### src/rtl/ppss_pkg.sv
package ppss_pkg;
  localparam logic [31:0] PPSS_PLL_CTRL_ADDR   = 32'h0231_0100;
  localparam logic [31:0] PPSS_IRQ_STATUS_ADDR = 32'h0231_0104;
  localparam logic [31:0] PPSS_IRQ_MASK_ADDR   = 32'h0231_0108;
  localparam logic [31:0] PPSS_STATUS_ADDR     = 32'h0231_010c;
  localparam int          PPSS_BYPASS_BIT      = 0;
  localparam int          PPSS_PWRDN_BIT       = 1;
  localparam int          PPSS_CTRL_USED_W     = 8;
  localparam logic [31:0] PPSS_CTRL_RESET      = 32'h0000_0001;
  localparam logic [2:0]  PPSS_BOOT_NONE       = 3'h0;
  localparam logic [2:0]  PPSS_BOOT_SPI        = 3'h1;
  localparam logic [2:0]  PPSS_BOOT_I2C        = 3'h2;
  localparam int          PPSS_PWRDN_MIN_NS    = 5000;
  localparam int          PPSS_CLK_NS          = 100;
  localparam int          PPSS_PWRDN_CYC       = (PPSS_PWRDN_MIN_NS + PPSS_CLK_NS - 1) / PPSS_CLK_NS;
  localparam int          PPSS_CNT_W           = 8;
  typedef enum logic [1:0] {PPSS_ST_STRAP, PPSS_ST_INIT, PPSS_ST_DONE} ppss_state_e;
endpackage : ppss_pkg

### src/rtl/ppss_top.sv
// Register access over APB was chosen for this implementation.
`timescale 1ns/1ps
`default_nettype none
module ppss_top (
  input  wire logic        clk_i,          // 10 MHz reference
  input  wire logic        rst_i,          // async power-on reset
  input  wire logic [31:0] paddr_i,        // apb address
  input  wire logic        psel_i,         // apb select
  input  wire logic        penable_i,      // apb enable
  input  wire logic        pwrite_i,       // apb direction
  input  wire logic [31:0] pwdata_i,       // apb write data
  output logic      [31:0] prdata_o,       // apb read data
  output logic             pready_o,       // apb ready
  output logic             pslverr_o,      // apb error
  input  wire logic [2:0]  boot_select_pins_i, // boot mode straps
  input  wire logic [2:0]  pll_locked_i,   // analog lock: main, memory, packet
  output logic             pll_power_down_o, // to all three PLLs
  output logic             main_pll_bypass_o, // main PLL bypass
  output logic             main_lock_pin_o,  // main lock indicator
  output logic             memory_lock_pin_o, // memory lock indicator
  output logic             packet_lock_pin_o, // packet lock indicator
  output logic             irq_o           // level interrupt
);
  import ppss_pkg::*;

  ppss_state_e             st_reg, st_next;
  logic [2:0]              boot_reg, boot_next;
  logic [31:0]             ctrl_reg, ctrl_next;
  logic [3:0]              stat_reg, stat_next;
  logic [3:0]              mask_reg, mask_next;
  logic [2:0]              lock_reg, lock_next;
  logic [31:0]             rdata_reg, rdata_next;
  logic [PPSS_CNT_W-1:0]   pd_cnt_reg, pd_cnt_next;
  logic                    pd_short_reg, pd_short_next;
  logic                    wr_en, rd_en, hit;
  logic [3:0]              ev;

  function automatic logic auto_cfg_mode(input logic [2:0] m);
    auto_cfg_mode = !(m == PPSS_BOOT_NONE || m == PPSS_BOOT_SPI || m == PPSS_BOOT_I2C);
  endfunction : auto_cfg_mode

  assign wr_en = psel_i && penable_i && pwrite_i;
  assign rd_en = psel_i && !penable_i && !pwrite_i;
  assign hit   = (paddr_i == PPSS_PLL_CTRL_ADDR) || (paddr_i == PPSS_IRQ_STATUS_ADDR) ||
                 (paddr_i == PPSS_IRQ_MASK_ADDR) || (paddr_i == PPSS_STATUS_ADDR);

  always_comb begin
    st_next       = st_reg;
    boot_next     = boot_reg;
    ctrl_next     = ctrl_reg;
    mask_next     = mask_reg;
    rdata_next    = rdata_reg;
    pd_cnt_next   = pd_cnt_reg;
    pd_short_next = pd_short_reg;
    lock_next     = pll_locked_i;
    // events: lock gained on each PLL, power-down pulse shorter than minimum
    ev = {1'b0, pll_locked_i & ~lock_reg};
    case (st_reg)
      PPSS_ST_STRAP: begin
        // straps caught by a clocked process after reset release
        boot_next = boot_select_pins_i;
        st_next   = PPSS_ST_INIT;
      end
      PPSS_ST_INIT: begin
        // built-in init leaves the power-down bit alone; only bypass moves
        if (auto_cfg_mode(boot_reg)) begin
          ctrl_next[PPSS_BYPASS_BIT] = 1'b0;
        end
        st_next = PPSS_ST_DONE;
      end
      PPSS_ST_DONE: st_next = PPSS_ST_DONE;
      default:      st_next = PPSS_ST_STRAP;
    endcase
    // pulse width watch: flags a pulse released before 5 us
    if (ctrl_reg[PPSS_PWRDN_BIT]) begin
      if (pd_cnt_reg != PPSS_CNT_W'(PPSS_PWRDN_CYC)) begin
        pd_cnt_next = pd_cnt_reg + PPSS_CNT_W'(1);
      end
    end else begin
      pd_cnt_next = '0;
    end
    if (wr_en && paddr_i == PPSS_PLL_CTRL_ADDR) begin
      // low 8 bits stored, upper bits zeroed; software keeps other bits via read-modify-write
      ctrl_next = {{(32-PPSS_CTRL_USED_W){1'b0}}, pwdata_i[PPSS_CTRL_USED_W-1:0]};
      // the clearing edge is itself the last high cycle, hence minimum minus one
      if (ctrl_reg[PPSS_PWRDN_BIT] && !pwdata_i[PPSS_PWRDN_BIT] &&
          pd_cnt_reg < PPSS_CNT_W'(PPSS_PWRDN_CYC - 1)) begin
        ev[3] = 1'b1;
      end
    end
    if (ev[3]) begin
      pd_short_next = 1'b1;
    end
    if (wr_en && paddr_i == PPSS_IRQ_MASK_ADDR) begin
      mask_next = pwdata_i[3:0];
    end
    stat_next = stat_reg;
    if (wr_en && paddr_i == PPSS_IRQ_STATUS_ADDR) begin
      stat_next = stat_reg & ~pwdata_i[3:0];
    end
    stat_next = stat_next | ev; // set wins over clear
    if (rd_en) begin
      case (paddr_i)
        PPSS_PLL_CTRL_ADDR:   rdata_next = ctrl_reg;
        PPSS_IRQ_STATUS_ADDR: rdata_next = {28'h0, stat_reg};
        PPSS_IRQ_MASK_ADDR:   rdata_next = {28'h0, mask_reg};
        PPSS_STATUS_ADDR:     rdata_next = {24'h0, pd_short_reg, boot_reg, 1'b0, lock_reg};
        default:              rdata_next = 32'h0000_0000;
      endcase
    end
  end

  always_ff @(posedge clk_i or posedge rst_i) begin
    if (rst_i) begin
      st_reg       <= PPSS_ST_STRAP;
      boot_reg     <= 3'h0;
      ctrl_reg     <= PPSS_CTRL_RESET;
      stat_reg     <= 4'h0;
      mask_reg     <= 4'h0;
      lock_reg     <= 3'h0;
      rdata_reg    <= 32'h0000_0000;
      pd_cnt_reg   <= '0;
      pd_short_reg <= 1'b0;
    end else begin
      st_reg       <= st_next;
      boot_reg     <= boot_next;
      ctrl_reg     <= ctrl_next;
      stat_reg     <= stat_next;
      mask_reg     <= mask_next;
      lock_reg     <= lock_next;
      rdata_reg    <= rdata_next;
      pd_cnt_reg   <= pd_cnt_next;
      pd_short_reg <= pd_short_next;
    end
  end

  assign prdata_o          = rdata_reg;
  assign pready_o          = 1'b1;
  assign pslverr_o         = psel_i && penable_i && !hit;
  assign pll_power_down_o  = ctrl_reg[PPSS_PWRDN_BIT];
  assign main_pll_bypass_o = ctrl_reg[PPSS_BYPASS_BIT];
  assign main_lock_pin_o   = lock_reg[0];
  assign memory_lock_pin_o = lock_reg[1];
  assign packet_lock_pin_o = lock_reg[2];
  assign irq_o             = |(stat_reg & mask_reg);

  a_bypass_kept: assert property (@(posedge clk_i) disable iff (rst_i)
    (st_reg == PPSS_ST_INIT && !auto_cfg_mode(boot_reg) && !(wr_en && paddr_i == PPSS_PLL_CTRL_ADDR))
    |=> main_pll_bypass_o)
    else $error("main PLL left bypass in a manual boot mode");
  a_pll_mode_set: assert property (@(posedge clk_i) disable iff (rst_i)
    (st_reg == PPSS_ST_INIT && auto_cfg_mode(boot_reg) && !(wr_en && paddr_i == PPSS_PLL_CTRL_ADDR))
    |=> !main_pll_bypass_o)
    else $error("main PLL not moved to PLL mode");
  a_pwrdn_follow: assert property (@(posedge clk_i) disable iff (rst_i)
    (wr_en && paddr_i == PPSS_PLL_CTRL_ADDR) |=> pll_power_down_o == $past(pwdata_i[PPSS_PWRDN_BIT]))
    else $error("power-down output does not follow the written bit");
  a_init_no_pulse: assert property (@(posedge clk_i) disable iff (rst_i)
    (st_reg != PPSS_ST_DONE && !wr_en) |=> $stable(pll_power_down_o))
    else $error("built-in init touched the power-down bit");
  a_lock_track: assert property (@(posedge clk_i) disable iff (rst_i)
    ##1 {main_lock_pin_o, memory_lock_pin_o, packet_lock_pin_o} ==
        {$past(pll_locked_i[0]), $past(pll_locked_i[1]), $past(pll_locked_i[2])})
    else $error("lock pins do not follow PLL lock");
  a_short_pulse: assert property (@(posedge clk_i) disable iff (rst_i)
    (wr_en && paddr_i == PPSS_PLL_CTRL_ADDR && pll_power_down_o && !pwdata_i[PPSS_PWRDN_BIT] &&
     pd_cnt_reg < PPSS_CNT_W'(PPSS_PWRDN_CYC - 1)) |=> stat_reg[3])
    else $error("short power-down pulse not flagged");
  a_irq_level: assert property (@(posedge clk_i) disable iff (rst_i)
    irq_o == |(stat_reg & mask_reg))
    else $error("interrupt output mismatch");
  // sampled rst_i keeps the release edge, where the core is still held, out of the check
  a_init_ends: assert property (@(posedge clk_i) disable iff (rst_i)
    (st_reg == PPSS_ST_STRAP && !rst_i) |=> st_reg == PPSS_ST_INIT ##1 st_reg == PPSS_ST_DONE)
    else $error("start-up sequence did not finish in two cycles");

  // lock gains latch into status at the same edge that raises the pin
  a_main_lock_evt: assert property (@(posedge clk_i) disable iff (rst_i)
    (pll_locked_i[0] && !main_lock_pin_o) |=> (stat_reg[0] && main_lock_pin_o))
    else $error("main PLL lock gain not latched");
  a_mem_lock_evt: assert property (@(posedge clk_i) disable iff (rst_i)
    (pll_locked_i[1] && !memory_lock_pin_o) |=> (stat_reg[1] && memory_lock_pin_o))
    else $error("memory PLL lock gain not latched");
  a_pkt_lock_evt: assert property (@(posedge clk_i) disable iff (rst_i)
    (pll_locked_i[2] && !packet_lock_pin_o) |=> (stat_reg[2] && packet_lock_pin_o))
    else $error("packet PLL lock gain not latched");
  a_main_lock_drop: assert property (@(posedge clk_i) disable iff (rst_i)
    (!pll_locked_i[0] && main_lock_pin_o) |=> !main_lock_pin_o)
    else $error("main lock pin stayed high after lock loss");
  a_mem_lock_drop: assert property (@(posedge clk_i) disable iff (rst_i)
    (!pll_locked_i[1] && memory_lock_pin_o) |=> !memory_lock_pin_o)
    else $error("memory lock pin stayed high after lock loss");
  a_pkt_lock_drop: assert property (@(posedge clk_i) disable iff (rst_i)
    (!pll_locked_i[2] && packet_lock_pin_o) |=> !packet_lock_pin_o)
    else $error("packet lock pin stayed high after lock loss");
  a_stat_w1c: assert property (@(posedge clk_i) disable iff (rst_i)
    (wr_en && paddr_i == PPSS_IRQ_STATUS_ADDR && pwdata_i[0] && !(pll_locked_i[0] && !lock_reg[0]))
    |=> !stat_reg[0])
    else $error("status bit survived its clear");
  a_short_sticky: assert property (@(posedge clk_i) disable iff (rst_i)
    pd_short_reg |=> pd_short_reg)
    else $error("short-pulse record lost");
  a_cnt_bounded: assert property (@(posedge clk_i) disable iff (rst_i)
    pd_cnt_reg <= PPSS_CNT_W'(PPSS_PWRDN_CYC))
    else $error("pulse width counter ran past its limit");
  a_ctrl_upper_zero: assert property (@(posedge clk_i) disable iff (rst_i)
    ctrl_reg[31:PPSS_CTRL_USED_W] == '0)
    else $error("unused control bits hold a value");

  // power-down moves only on a control write; bypass also at the boot step
  a_pwrdn_hold: assert property (@(posedge clk_i) disable iff (rst_i)
    !(wr_en && paddr_i == PPSS_PLL_CTRL_ADDR) |=> $stable(pll_power_down_o))
    else $error("power-down output moved without a write");
  a_bypass_hold: assert property (@(posedge clk_i) disable iff (rst_i)
    (st_reg != PPSS_ST_INIT && !(wr_en && paddr_i == PPSS_PLL_CTRL_ADDR)) |=> $stable(main_pll_bypass_o))
    else $error("bypass moved outside boot step and writes");
  a_boot_capture: assert property (@(posedge clk_i) disable iff (rst_i)
    (st_reg == PPSS_ST_STRAP && !rst_i) |=> boot_reg == $past(boot_select_pins_i))
    else $error("boot straps not captured");
  a_ready_high: assert property (@(posedge clk_i) disable iff (rst_i)
    (psel_i && penable_i) |-> pready_o)
    else $error("access phase without ready");
  a_err_decode: assert property (@(posedge clk_i) disable iff (rst_i)
    (psel_i && penable_i) |-> (pslverr_o == !hit))
    else $error("error response does not match address decode");
  a_mask_readback: assert property (@(posedge clk_i) disable iff (rst_i)
    (rd_en && paddr_i == PPSS_IRQ_MASK_ADDR) |=> prdata_o == {28'h0, $past(mask_reg)})
    else $error("mask read returned wrong data");
endmodule : ppss_top
`default_nettype wire

### config.mk
export PLATFORM = sky130hd
export DESIGN_NAME = ppss_top
export DESIGN_NICKNAME = d
export VERILOG_FILES = /design/src/rtl/ppss_pkg.sv /design/src/rtl/ppss_top.sv
export SDC_FILE = /design/constraint.sdc
export NUM_CORES = 1
export LEC_CHECK = 0
export BUFFER_PORTS_ARGS = -buffer_cell sky130_fd_sc_hd__buf_2
export CELL_PAD_IN_SITES_DETAIL_PLACEMENT = 0
export CELL_PAD_IN_SITES_GLOBAL_PLACEMENT = 1
export CORE_ASPECT_RATIO = 1.5
export CORE_UTILIZATION = 36
export CTS_CLUSTER_DIAMETER = 40
export DETAILED_ROUTE_END_ITERATION = 12
export HOLD_SLACK_MARGIN = 0.1
export PLACE_DENSITY_LB_ADDON = 0.1
export SLEW_MARGIN = 15
export SYNTH_ARGS = -nofsm -noshare
export SYNTH_HDL_FRONTEND = slang
export SYNTH_SLANG_ARGS = --single-unit
### constraint.sdc
create_clock -name clk_i -period 3.6 [get_ports clk_i]
set_clock_uncertainty 0.15 [all_clocks]
set_input_delay 0.72 -clock clk_i [delete_from_list [all_inputs] [get_ports clk_i]]
set_output_delay 0.72 -clock clk_i [all_outputs]
set_load 0.01 [all_outputs]
==> results.txt <==
1st-iter DRT viols = 58
Max_cap viols = 0
Routed WL per cell = 13.7 um
Hold path start = pd_short_reg
Clock Sinks = 41
CP Capture Type = primary output
RSZ-0062 raised after global routing = false
Hold crit path type = flip-flop to flip-flop
Cells after Synth = 187
Setup_tns = 0 ns
M2 GR Usage = 27.2%
Area grow syn2layout = 19.7%
Gr ovfl total = 0
Total number of vias = 1573
Hold EP = pd_short_reg
Worst reg2reg setup slack = 2.14 ns
Num CTS Buffers = 5
GPL Wtd Cong = 0.706
Post-CTS Setup Repair Bufs = 0
FF-to-FF Start = ctrl_reg[1]
Core Box Area = 5830 sq um
H-tree Lvls = 2
GRT Util Overall = 15.6%
Avg Vias per Cell = 4.77
R2R cell count = 2
Power Total = 0.000872 W
Post-CTS Hold Fix Bufs = 0
Worst Max-Slew Pin Slew = 0.927 ns
Inst Count DP = 322
Initial antenna violation count = 0
Clk root buf = clkbuf_8
CTS tree = yes
Post-synth EDFFs = 0
Die W = 65.7 um
Grt peak-use layer = met2
WS Path Type = input port to primary output
Layout cells sized above 1 = 39.1%
Pins Over Slew Limit = 0
Maximum VDD drop = 0.135 mV
Seq/Total Area, Yosys = 46.9%
DIE AREA = 6400 sq um
Min Hold Slack = 0.327 ns
Status = finished, final reports clean
Cell variety after synth = 39
IO Count = 115
Commonest non-fill, non-tap cells in the layout = buf_2 (65), dfrtp_1 (40), conb_1 (25)
DRC viols = 0
Global-route wire length before repair = 7.55 mm
R2R Path End = prdata_o[1]
Longest Clk Path Bufs = 2
WP data required = 2.73 ns
Fin. Hold Viols = 0
CP max FO = 8
Largest net degree at the start of global routing = 25
Hpwl dp = 3.67 mm
Synthesized cell area = 2190 sq um
Iteration count of the initial detailed-routing pass = 4
Mean Syn Cell Area = 11.7 sq um
# rows = 34
Starting density of the core = 37.6%
Nets = 338
Clk Latency, worst-skew pair = 0.29 ns
Hold Path Cell Cnt = 1
Startpoint Class = input port
Achievable frequency = 348 MHz
Layout Cells excl Fill = 330
Most common cell after layout, fill and taps aside = buf_2
GR Util met1 = 17.8%
Slew HR = 38.1%
Vias in the first global route = 1618
Port Buffers = 65
Asr flop ratio synth = 100%
CP arrival = 2.00 ns
Post-CTS Resized = 0
Period utilization = 79.8%
Synthesized flop and latch total = 41
CTS clock-pin slew for the worst setup and hold paths = 0.07 ns
Leakage = 1.37 nW
Post-layout min period = 2.87 ns
Final setup viols = 0
# diodes = 0
Synth warnings = 0
PwrDens = 333 nW/um^2
Most used DFF post-synth = dfrtp_1
Die Span Y = 97.5 um
Post-Route WL = 4.53 mm
GR Layer Usage met3 = 4.11%
ANT nets after route = 0
per-layer routing:
metal  part of all wire [%]  vias up
met5                      0        -
met4                    1.6        0
met3                    5.3        6
met2                     53       52
met1                     40      754
li1                       -      761
synth_stat cells, types with 3 or more instances:
cell type | number | area [sq um]
dfrtp_1 | 40 | 1000
buf_4 | 25 | 188
mux2_2 | 15 | 169
a22o_1 | 13 | 114
inv_1 | 9 | 33.8
and2_1 | 8 | 50.1
nand3_1 | 8 | 40.0
ha_1 | 6 | 75.1
xnor2_1 | 6 | 52.6
nor4b_1 | 5 | 43.8
clkbuf_1 | 4 | 15.0
nor2_1 | 4 | 15.0
o21ai_0 | 4 | 20.0
mux4_2 | 3 | 67.6
nand2_1 | 3 | 11.3
o31ai_1 | 3 | 22.5
logic make-up (layout without fill, tap and decap cells):
kind of cell | count (synthesis) | after routing | share of synthesized area [%]
multiplexers | 20 | 20 | 11.7
XOR/XNOR | 7 | 7 | 2.80
buffers and inverters | 38 | 86 | 10.8
flip-flops | 41 | 41 | 46.9
other | 2 | 25 | 0.343
AND/OR/NAND/NOR | 46 | 46 | 14.5
adder cells (fa/ha/maj) | 6 | 6 | 3.43
AO/OA/AOI/OAI | 27 | 27 | 9.54
power breakdown:
group | internal, W | leakage [nW] | total (W) | switching (W)
logic | 0.0000326 | 0.785 | 0.0000775 | 0.0000449
clock network | 0.000173 | 0.0542 | 0.000328 | 0.000155
registers | 0.000464 | 0.535 | 0.000466 | 0.00000271
total | 0.000669 | 1.37 | 0.000872 | 0.000202
stage by stage:
step / setup slack [ns] / area, sq um / utilization, %
floorplan: 1.07 / 2280 / -
global placement: 0.638 / 2520 / 43.2
detailed placement: 0.585 / 2520 / 43.2
CTS: 0.670 / 2620 / 45.0
global route: 0.617 / 2620 / 45.0
finish: 0.727 / 2620 / 45.0
cell type report:
type / instances / area (sq um)
Inverter: 9 / 33.8
Fill cell: 551 / 3210
Clock buffer: 7 / 96.3
Clock inverter: 1 / 5.00
Sequential cell: 41 / 1030
Multi-Input combinational cell: 131 / 1010
Timing Repair Buffer: 69 / 355
Tap cell: 72 / 90.1
worst max-delay path, cell delays in order:
cell     delay (ns)
buf_2          0.09
nor4b_1        0.40
nand4_2        0.34
o211a_1        0.31
buf_2          0.13
worst max path at each step:
stage	start	end	slack (ns)	cells past startpoint
final	paddr_i[7]	pslverr_o	0.73	5
after global placement	paddr_i[7]	ctrl_reg[2]	0.64	6
after global routing	paddr_i[7]	pslverr_o	0.62	5
after detailed placement	paddr_i[7]	ctrl_reg[2]	0.58	6
after floorplan	paddr_i[22]	ctrl_reg[1]	1.07	4
after CTS	paddr_i[7]	pslverr_o	0.67	5
Power figures use the tool's default switching activity.
